File: config.mk
export PLATFORM = sky130hd
export DESIGN_NAME = psc_regs
export DESIGN_NICKNAME = d
export VERILOG_FILES = /design/src/verilog/psc_regs.v
export VERILOG_INCLUDE_DIRS = /design/src /design/src/verilog
export SDC_FILE = /design/constraint.sdc
export NUM_CORES = 1
export LEC_CHECK = 0
export BUFFER_PORTS_ARGS = -buffer_cell sky130_fd_sc_hd__buf_2
export CORE_UTILIZATION = 41
export CTS_CLUSTER_DIAMETER = 100
export DETAILED_ROUTE_END_ITERATION = 16
export PLACE_DENSITY = 0.68
export SLEW_MARGIN = 20
export SYNTH_ARGS = -nofsm -noshare
export SYNTH_HDL_FRONTEND = slang
export SYNTH_SLANG_ARGS = --single-unit
File: constraint.sdc
create_clock -name clock -period 2.3 [get_ports clock]
set_input_delay 0.115 -clock clock [delete_from_list [all_inputs] [get_ports clock]]
set_output_delay 0.115 -clock clock [all_outputs]
set_load 0.01 [all_outputs]
File: src/verilog/psc_defines.vh
// Purpose: constants for the phy special control and error counter bank
// Assumes: register index is the management register number
// Notes:   counter values are 16 bits wide
`ifndef PSC_DEFINES_VH
`define PSC_DEFINES_VH

// register offsets
`define PSC_ADDR_SPECIAL_CTRL    5'h11
`define PSC_ADDR_PHY_ADDRESS     5'h12
`define PSC_ADDR_FALSE_CARRIER   5'h13
`define PSC_ADDR_DISCONNECT      5'h14
`define PSC_ADDR_ERROR_FRAME     5'h15
`define PSC_ADDR_SYMBOL_ERROR    5'h16
`define PSC_ADDR_PREMATURE_EOF   5'h17
`define PSC_ADDR_SLOW_EOF_ERROR  5'h18

// special control bit positions
`define PSC_BIT_SCRAMBLER_BYPASS 15
`define PSC_BIT_ENC_BYPASS       14
`define PSC_BIT_FORCE_H_PATTERN  13
`define PSC_BIT_FORCE_34_PATTERN 12
`define PSC_BIT_GOOD_LINK        11
`define PSC_BIT_RESERVED         10
`define PSC_BIT_TX_CRS_DISABLE   9
`define PSC_BIT_DYN_PD_DISABLE   8
`define PSC_BIT_AN_LOOPBACK      7
`define PSC_BIT_MDI_TRISTATE     6
`define PSC_BIT_FILTER_BYPASS    5
`define PSC_BIT_AUTO_POL_DISABLE 4
`define PSC_BIT_SQUELCH_DISABLE  3
`define PSC_BIT_EXT_SQUELCH      2
`define PSC_BIT_LINK_DISABLE     1
`define PSC_BIT_JABBER_DISABLE   0

// reset values
`define PSC_RST_SPECIAL_CTRL     16'h0000
`define PSC_RST_PHY_ADDRESS      16'h0001
`define PSC_RST_COUNTER          16'h0000
`define PSC_RST_PREMATURE_EOF    16'h0001
`define PSC_COUNT_FULL           16'hFFFF

// bad symbols folded into one count
`define PSC_SYMBOL_RUN_LEN       3'h6

`endif

File: src/verilog/psc_regs.v
// Purpose: phy special control word, address readback and error counters
// Assumes: events are one-cycle pulses synchronous to clock
// Notes:   counters saturate and clear when read; read data a cycle later
`timescale 1ns/10ps
`include "psc_defines.vh"

module psc_regs #(
    parameter CNT_W = 16
) (
    input  wire              clock,
    input  wire              nrst,
    input  wire [4:0]        reg_addr,
    input  wire [15:0]       reg_wdata,
    input  wire              reg_wr,
    input  wire              reg_rd,
    output reg  [15:0]       reg_rdata,
    input  wire              false_carrier_evt,
    input  wire              disconnect_evt,
    input  wire              frame_active,
    input  wire              rx_error_evt,
    input  wire              symbol_error_evt,
    input  wire              premature_eof_evt,
    input  wire              slow_eof_error_evt,
    output wire              scrambler_bypass,
    output wire              enc_bypass,
    output wire              force_h_pattern,
    output wire              force_34_pattern,
    output wire              good_link_force,
    output wire              tx_crs_disable,
    output wire              dyn_pd_disable,
    output wire              an_loopback,
    output wire              mdi_tristate,
    output wire              filter_bypass,
    output wire              auto_pol_disable,
    output wire              squelch_disable,
    output wire              ext_squelch_en,
    output wire              link_disable,
    output wire              jabber_disable
);

    localparam NCNT = 6;

    reg  [15:0]           ctrl_ff;
    reg  [CNT_W-1:0]      cnt_ff [0:NCNT-1];
    reg  [CNT_W-1:0]      nxt_cnt [0:NCNT-1];
    reg  [NCNT-1:0]       evt;
    reg  [NCNT-1:0]       clr;
    reg                   frame_err_seen_ff;
    reg  [2:0]            sym_run_ff;
    reg  [2:0]            nxt_sym_run;
    reg                   frame_evt;
    reg                   sym_evt;
    integer               i;

    // counter slot for an address, used by clear and read paths
    function [2:0] cnt_slot;
        input [4:0] a;
        begin
            if (a == `PSC_ADDR_FALSE_CARRIER) begin
                cnt_slot = 3'h0;
            end else if (a == `PSC_ADDR_DISCONNECT) begin
                cnt_slot = 3'h1;
            end else if (a == `PSC_ADDR_ERROR_FRAME) begin
                cnt_slot = 3'h2;
            end else if (a == `PSC_ADDR_SYMBOL_ERROR) begin
                cnt_slot = 3'h3;
            end else if (a == `PSC_ADDR_PREMATURE_EOF) begin
                cnt_slot = 3'h4;
            end else if (a == `PSC_ADDR_SLOW_EOF_ERROR) begin
                cnt_slot = 3'h5;
            end else begin
                cnt_slot = 3'h7;
            end
        end
    endfunction

    ////////////////////////////////////////////////////////////////////////
    // special control word

    // control word write, reserved bit stored as written
    always @(posedge clock) begin
        if (!nrst) begin
            ctrl_ff <= `PSC_RST_SPECIAL_CTRL;
        end else if (reg_wr && reg_addr == `PSC_ADDR_SPECIAL_CTRL) begin
            ctrl_ff <= reg_wdata;
        end
    end

    assign scrambler_bypass = ctrl_ff[`PSC_BIT_SCRAMBLER_BYPASS];
    assign enc_bypass       = ctrl_ff[`PSC_BIT_ENC_BYPASS];
    assign force_h_pattern  = ctrl_ff[`PSC_BIT_FORCE_H_PATTERN];
    assign force_34_pattern = ctrl_ff[`PSC_BIT_FORCE_34_PATTERN];
    assign good_link_force  = ctrl_ff[`PSC_BIT_GOOD_LINK];
    assign tx_crs_disable   = ctrl_ff[`PSC_BIT_TX_CRS_DISABLE];
    assign dyn_pd_disable   = ctrl_ff[`PSC_BIT_DYN_PD_DISABLE];
    assign an_loopback      = ctrl_ff[`PSC_BIT_AN_LOOPBACK];
    assign mdi_tristate     = ctrl_ff[`PSC_BIT_MDI_TRISTATE];
    assign filter_bypass    = ctrl_ff[`PSC_BIT_FILTER_BYPASS];
    assign auto_pol_disable = ctrl_ff[`PSC_BIT_AUTO_POL_DISABLE];
    assign squelch_disable  = ctrl_ff[`PSC_BIT_SQUELCH_DISABLE];
    assign ext_squelch_en   = ctrl_ff[`PSC_BIT_EXT_SQUELCH];
    assign link_disable     = ctrl_ff[`PSC_BIT_LINK_DISABLE];
    assign jabber_disable   = ctrl_ff[`PSC_BIT_JABBER_DISABLE];

    ////////////////////////////////////////////////////////////////////////
    // event qualification

    always @* begin
        frame_evt = rx_error_evt && frame_active && !frame_err_seen_ff;
    end

    always @(posedge clock) begin
        if (!nrst) begin
            frame_err_seen_ff <= 1'b0;
        end else if (!frame_active) begin
            frame_err_seen_ff <= 1'b0;
        end else if (rx_error_evt) begin
            frame_err_seen_ff <= 1'b1;
        end
    end

    // six consecutive bad symbols count once
    always @* begin
        nxt_sym_run = sym_run_ff;
        sym_evt     = 1'b0;
        if (symbol_error_evt) begin
            if (sym_run_ff == 3'h0) begin
                sym_evt = 1'b1;
            end
            if (sym_run_ff == `PSC_SYMBOL_RUN_LEN - 3'h1) begin
                nxt_sym_run = 3'h0;
            end else begin
                nxt_sym_run = sym_run_ff + 3'h1;
            end
        end else begin
            nxt_sym_run = 3'h0;
        end
    end

    always @(posedge clock) begin
        if (!nrst) begin
            sym_run_ff <= 3'h0;
        end else begin
            sym_run_ff <= nxt_sym_run;
        end
    end

    // event vector in slot order
    always @* begin
        evt[0] = false_carrier_evt;
        evt[1] = disconnect_evt;
        evt[2] = frame_evt;
        evt[3] = sym_evt;
        evt[4] = premature_eof_evt;
        evt[5] = slow_eof_error_evt;
    end

    ////////////////////////////////////////////////////////////////////////
    // counters

    always @* begin
        for (i = 0; i < NCNT; i = i + 1) begin
            clr[i] = reg_rd && (cnt_slot(reg_addr) == i[2:0]);
            if (clr[i]) begin
                nxt_cnt[i] = evt[i] ? {{(CNT_W-1){1'b0}}, 1'b1}
                                    : {CNT_W{1'b0}};
            end else if (evt[i] && cnt_ff[i] != {CNT_W{1'b1}}) begin
                nxt_cnt[i] = cnt_ff[i] + {{(CNT_W-1){1'b0}}, 1'b1};
            end else begin
                nxt_cnt[i] = cnt_ff[i];
            end
        end
    end

    genvar g;
    generate
        for (g = 0; g < NCNT; g = g + 1) begin : g_cnt
            always @(posedge clock) begin
                if (!nrst) begin
                    if (g == 4) begin
                        cnt_ff[g] <= `PSC_RST_PREMATURE_EOF;
                    end else begin
                        cnt_ff[g] <= `PSC_RST_COUNTER;
                    end
                end else begin
                    cnt_ff[g] <= nxt_cnt[g];
                end
            end
        end
    endgenerate

    ////////////////////////////////////////////////////////////////////////
    // read path, data a cycle after the strobe

    always @(posedge clock) begin
        if (!nrst) begin
            reg_rdata <= 16'h0000;
        end else if (reg_rd) begin
            if (reg_addr == `PSC_ADDR_SPECIAL_CTRL) begin
                reg_rdata <= ctrl_ff;
            end else if (reg_addr == `PSC_ADDR_PHY_ADDRESS) begin
                reg_rdata <= `PSC_RST_PHY_ADDRESS;
            end else if (cnt_slot(reg_addr) != 3'h7) begin
                reg_rdata <= cnt_ff[cnt_slot(reg_addr)];
            end else begin
                reg_rdata <= 16'h0000;
            end
        end else begin
            reg_rdata <= 16'h0000;
        end
    end

endmodule // psc_regs

-- Word level (Yosys, flattened, before mapping)
Memory sizes are Yosys's and may differ from the RTL's.
Index checks and enable logic that the tools add are counted.
- bits of input ports: 32
- output and inout bits: 31
- memories kept: 1
- word-level logic and storage cells: 108
- bits in writable memories: 96
- bits in registers: 36
- memory list (name ; depth ; width ; read ports ; clocked after Yosys merged registers in ; wr ports ; RTL line ; RTL):
    cnt_ff ; 6 ; 16 ; 7 ; 0 ; 6 ; psc_regs.v:44 ; reg [CNT_W-1:0] cnt_ff [0:NCNT-1];
- add/sub/neg operators: 7
- multiplexer cells: 46
- bitwise gates (word level): 8
- equal/unequal tests: 21
- reduce and logical (&&, ||, !) cells: 21
- operators with widths (cell ; count):
    16-bit 2-to-1 mux ; 21
    16-bit by 1-bit adder with 16-bit output (second input constant) ; 6
    16-bit != test (second input constant) ; 6
    5-bit equality test (second input constant) ; 8
    3-bit 2-to-1 mux ; 13
    1-bit logical AND ; 15
    1-bit 2-to-1 mux ; 10
    3-bit equality test (second input constant) ; 3
    3-bit by 2-bit equality test with 1-bit output (second input constant) ; 2
    3-bit zero test ; 2
    1-bit bitwise OR ; 6
    2-bit 2-to-1 mux ; 2
    2-bit AND reduction ; 2
    3-bit by 1-bit adder with 3-bit output (second input constant) ; 1
    3-bit by 1-bit equality test with 1-bit output (second input constant) ; 1
    3-bit != test (second input constant) ; 1
    3-bit OR reduction ; 1
    1-bit NOT ; 2
    1-bit zero test ; 1

-- Longest topological paths before layout
An unclocked memory read counts as a cell.
- depth in word-level cells: 21
- gate-level depth with buffers: 7
- gate-level depth less buffers: 6

-- Worst setup path before layout
Ideal clock, no wire load.
- kind: flip-flop to flip-flop
- start: memory cnt_ff[2][0]
- end: memory cnt_ff[2][10]
- period minus slack after synthesis: 1.935 ns
- setup time: 0.070 ns
- cell stages (with the launch flop): 7
- data arrival time: 1.866 ns
- slack: 0.365 ns
- path buffers: 1
- required time: 2.230 ns
- path through: dfxtp_1 -> ha_1 -> inv_1 -> or4_1 -> buf_2 -> or4_1 -> a21oi_1
- RTL lines (element ; RTL line):
    start: declaration ; psc_regs.v:44

==> out/results.tsv <==
stage	metric	value	unit
sta	final worst slack	0.199	ns
die	Die Height	137	um
logic_synthesis	Avg Inst Size Synth	8.26	um2
sta	Worst Tran Pin Value	0.989	ns
routing	Routed Wire Length	21.3	mm
die	Starting Density	0.426	
sta	endpoints failing setup	0	
global_route	first-pass GRT wire length	34.1	mm
pwr	Peak VDD IR	0.536	mV
cells_and_area	FF+latch area	2640	um2
cts	Hold Buf Count CTS	20	
cts	CTS tree	built	
worst_hold_path	hold crit path type	input pin to register	
routing	DRC Markers	0	
die	die area	18700	um2
worst_setup_path	worst endpoint required time	2.65	ns
die	# IOs	63	
worst_setup_path	CP Class	register to register	
sta	Setup Skew	0.0110	ns
sta	endpoints failing hold	0	
routing	WL met1	10.1	mm
cells_and_area	Fillers	1654	
routing	Detail Route met2 WL	9.24	mm
global_route	largest net degree at the start of global routing	29	
global_route	grt total ovfl	0	
routing	top layer in use	met5	
cts	Worst-path clk slew	0.06	ns
cells_and_area	post-layout utilization of the core	0.503	
global_route	initial antenna violation count	2	
sta	fraction of the cycle the final worst path needs	0.914	
place	IO Port Bufs	62	
pwr	Tot Pwr	5.23	mW
routing	DR vias/cell	6.05	
logic_synthesis	synthesized area	7460	um2
cts	clk_lat worst skew	0.43	ns
pwr	P_sw	1.35	mW
place	gp weighted congestion	0.861	
logic_synthesis	Ys Warns	0	
cts	CTS buffer count	17	
pwr	Seq pwr share	0.447	
cells_and_area	non-filler cells, final	1223	
routing	DRT iter0 DRCs	747	
die	# rows	48	
sta	post-layout min period	2.10	ns
pwr	PD cells	594	nW/um2
routing	first drt pass iteration count	5	
logic_synthesis	Post-synth EDFFs	0	
cts	# clock sinks	132	
global_route	vias in the first global route	6478	
worst_setup_path	CP endpoint kind	register	
logic_synthesis	Seq cells post-synth	132	
cells_and_area	nets	1025	
logic_synthesis	Post-Synthesis Cells	904	
sta	Hold WS	0.0340	ns
pwr	Int Pwr	3.88	mW
cts	clock buffer depth	2	
pwr	P_leak	3.12	nW
cts	H-tree depth	4	
routing	drt wl/cell	17.5	um
run_status	status	complete, no violations	
sta	Slew Limit Fails	0	
worst_setup_path	Worst setup SP type	register	
cells_and_area	Synth-to-Final Area Change	18.1	%
routing	via count	7400	
logic_synthesis	Mapped Nets	945	
cells_and_area	layout cells sized above 1	0.140	
logic_synthesis	FFs w/ async S/R, synth	0	
die	Die W	137	um
sta	fmax	476	MHz
place	DP Area	8070	um2
worst_setup_path	WP data arrival	2.45	ns
cts	Post-CTS Setup Inserts	0	
cells_and_area	fin area	8810	um2
cells_and_area	area occupied by multi-input gates	4500	um2
place	Post-DP HPWL	15.4	mm
logic_synthesis	Top FF cell, synth	dfxtp_1	
place	DP Worst Slack	0.242	ns
sta	Fin Setup TNS	0	ns
flow_run	MaxCap Viol Count	0	
routing	Antenna Nets Post-Route	0	
pwr	Combinational Power Share	0.073	
logic_synthesis	Seq/Total Area, Yosys	0.354	
worst_setup_path	Crit Path Max Fanout	7	
cts	post-CTS sizing	0	
cts	Root Buffer	clkbuf_16	
logic_synthesis	synth unique cells	71	
pwr	Switching Share	0.258	
die	core area	17500	um2
global_route	total track usage	0.235	
routing	metal3 WL	1.55	mm
sta	max_slew headroom	0.339	
pwr	clock network fraction of design power	0.479	
sta	RSZ-0062 raised after global routing	no	
place	Cells after DPL	1170	
[state kept, by name, summed over array words and instances (netlist names)]
name               flops
ctrl_ff               16
cnt_ff                96
reg_rdata             16
sym_run_ff             3
frame_err_seen_ff      1
[power groups by stage]
| stage | Combinational [mW] | Sequential [mW] | Clock [mW] |
|---|---|---|---|
| finish | 0.384 | 2.34 | 2.51 |
| global route | 0.418 | 2.34 | 2.65 |
| CTS | 0.376 | 2.34 | 2.55 |
| detailed placement | 0.348 | 2.39 | 0 |
| global placement | 0.347 | 2.39 | 0 |
| floorplan | 0.232 | 2.38 | 0 |
[layer usage]
layer,up-vias,GRT usage
li1,3657,-
met1,3420,0.326
met3,31,0.0489
met5,-,0
met4,2,0.0873
met2,290,0.354
[kinds of logic after synthesis]
kind of cell,after synthesis,share of synthesized area
AOI/OAI and AO/OA,246,0.220
xor gates and xnor gates,1,0.00117
buffers and inverters,79,0.0434
adders and majority gates,9,0.0151
muxes,49,0.0659
and+or+nand+nor,388,0.300
DFF,132,0.354
[final timing paths]
kind,from,to,slack (ns),cells past startpoint
setup / recovery,cnt_ff[2][0],cnt_ff[2][8],0.20,5
hold / removal,disconnect_evt,cnt_ff[1][0],0.03,3
setup reg to reg,cnt_ff[2][0],cnt_ff[2][8],0.20,5
hold reg to reg,cnt_ff[5][9],cnt_ff[5][9],0.50,2
[final cells by class]
type	count	share of cell area
Clock inverter	13	0.0116
Clock buffer	19	0.0502
Inverter	27	0.0115
Sequential cell	132	0.300
Multi-Input combinational cell	693	0.510
Tap cell	225	0.0319
Antenna cell	1	0.000284
Timing Repair Buffer	113	0.0843
[cells in the final DEF (no fill, tap or decap), types with 5 or more instances in the layout]
master and count:
o21a_1 9, buf_2 62, nor2b_1 5, o221ai_1 15, or3_1 18, nor3_1 22
or4_1 33, nand3b_1 15, nor3b_1 5, o211ai_1 24, a21oi_1 77, nand2b_1 26
a31oi_1 9, o41ai_1 7, o21ai_0 30, o31ai_1 28, and2_1 5, nand3_1 45
and4_1 14, ha_1 9, a2bb2oi_1 10, dlygate4sd3_1 20, nand2_1 82, clkinv_4 5
mux2i_1 48, nand4_1 29, dfxtp_1 132, clkbuf_16 17, buf_4 31, nor2_1 33
nor4_1 12, inv_1 25, and3_1 14
[critical path: stages (launching register included)]
cell and delay (ns):
dfxtp_1 0.45, ha_1 0.25, inv_1 0.08, or4_1 0.60, or4_1 0.49, a21oi_1 0.15
[cells in the mapped netlist (3+ instances only)]
library cell  count  area, um2
nor3b_1           5       37.5
nor4b_1           4       35.0
clkbuf_1         32        120
inv_1            25       93.8
nor2b_1           5       31.3
o21bai_1          3       22.5
buf_2            14       70.1
a31oi_1           9       56.3
nor2_1           33        124
o311ai_0          4       35.0
o31ai_1          28        210
o41ai_1           7       61.3
nor4_1           12       75.1
nand4_1          29        181
nand3_1          45        225
and4_1           14        123
and3b_1           4       35.0
and2_1            5       31.3
buf_1             3       11.3
o21ai_0          30        150
ha_1              9        113
a41oi_1           3       26.3
dfxtp_1         132       2640
mux2i_1          48        480
nor4bb_1          3       30.0
nand2_1          82        308
nand3b_1         15        113
a2bb2oi_1        10       87.6
or2_2             3       18.8
a21oi_1          77        385
o21a_1            9       67.6
o221ai_1         15        131
a22oi_1           4       30.0
and3_1           14       87.6
a211oi_1          4       30.0
o211ai_1         24        180
o31a_1            3       26.3
or4_1            33        248
nor3_1           22        110
nand2b_1         26        163
or3_1            18        113
Note: power is estimated with default switching activity, not from simulation.
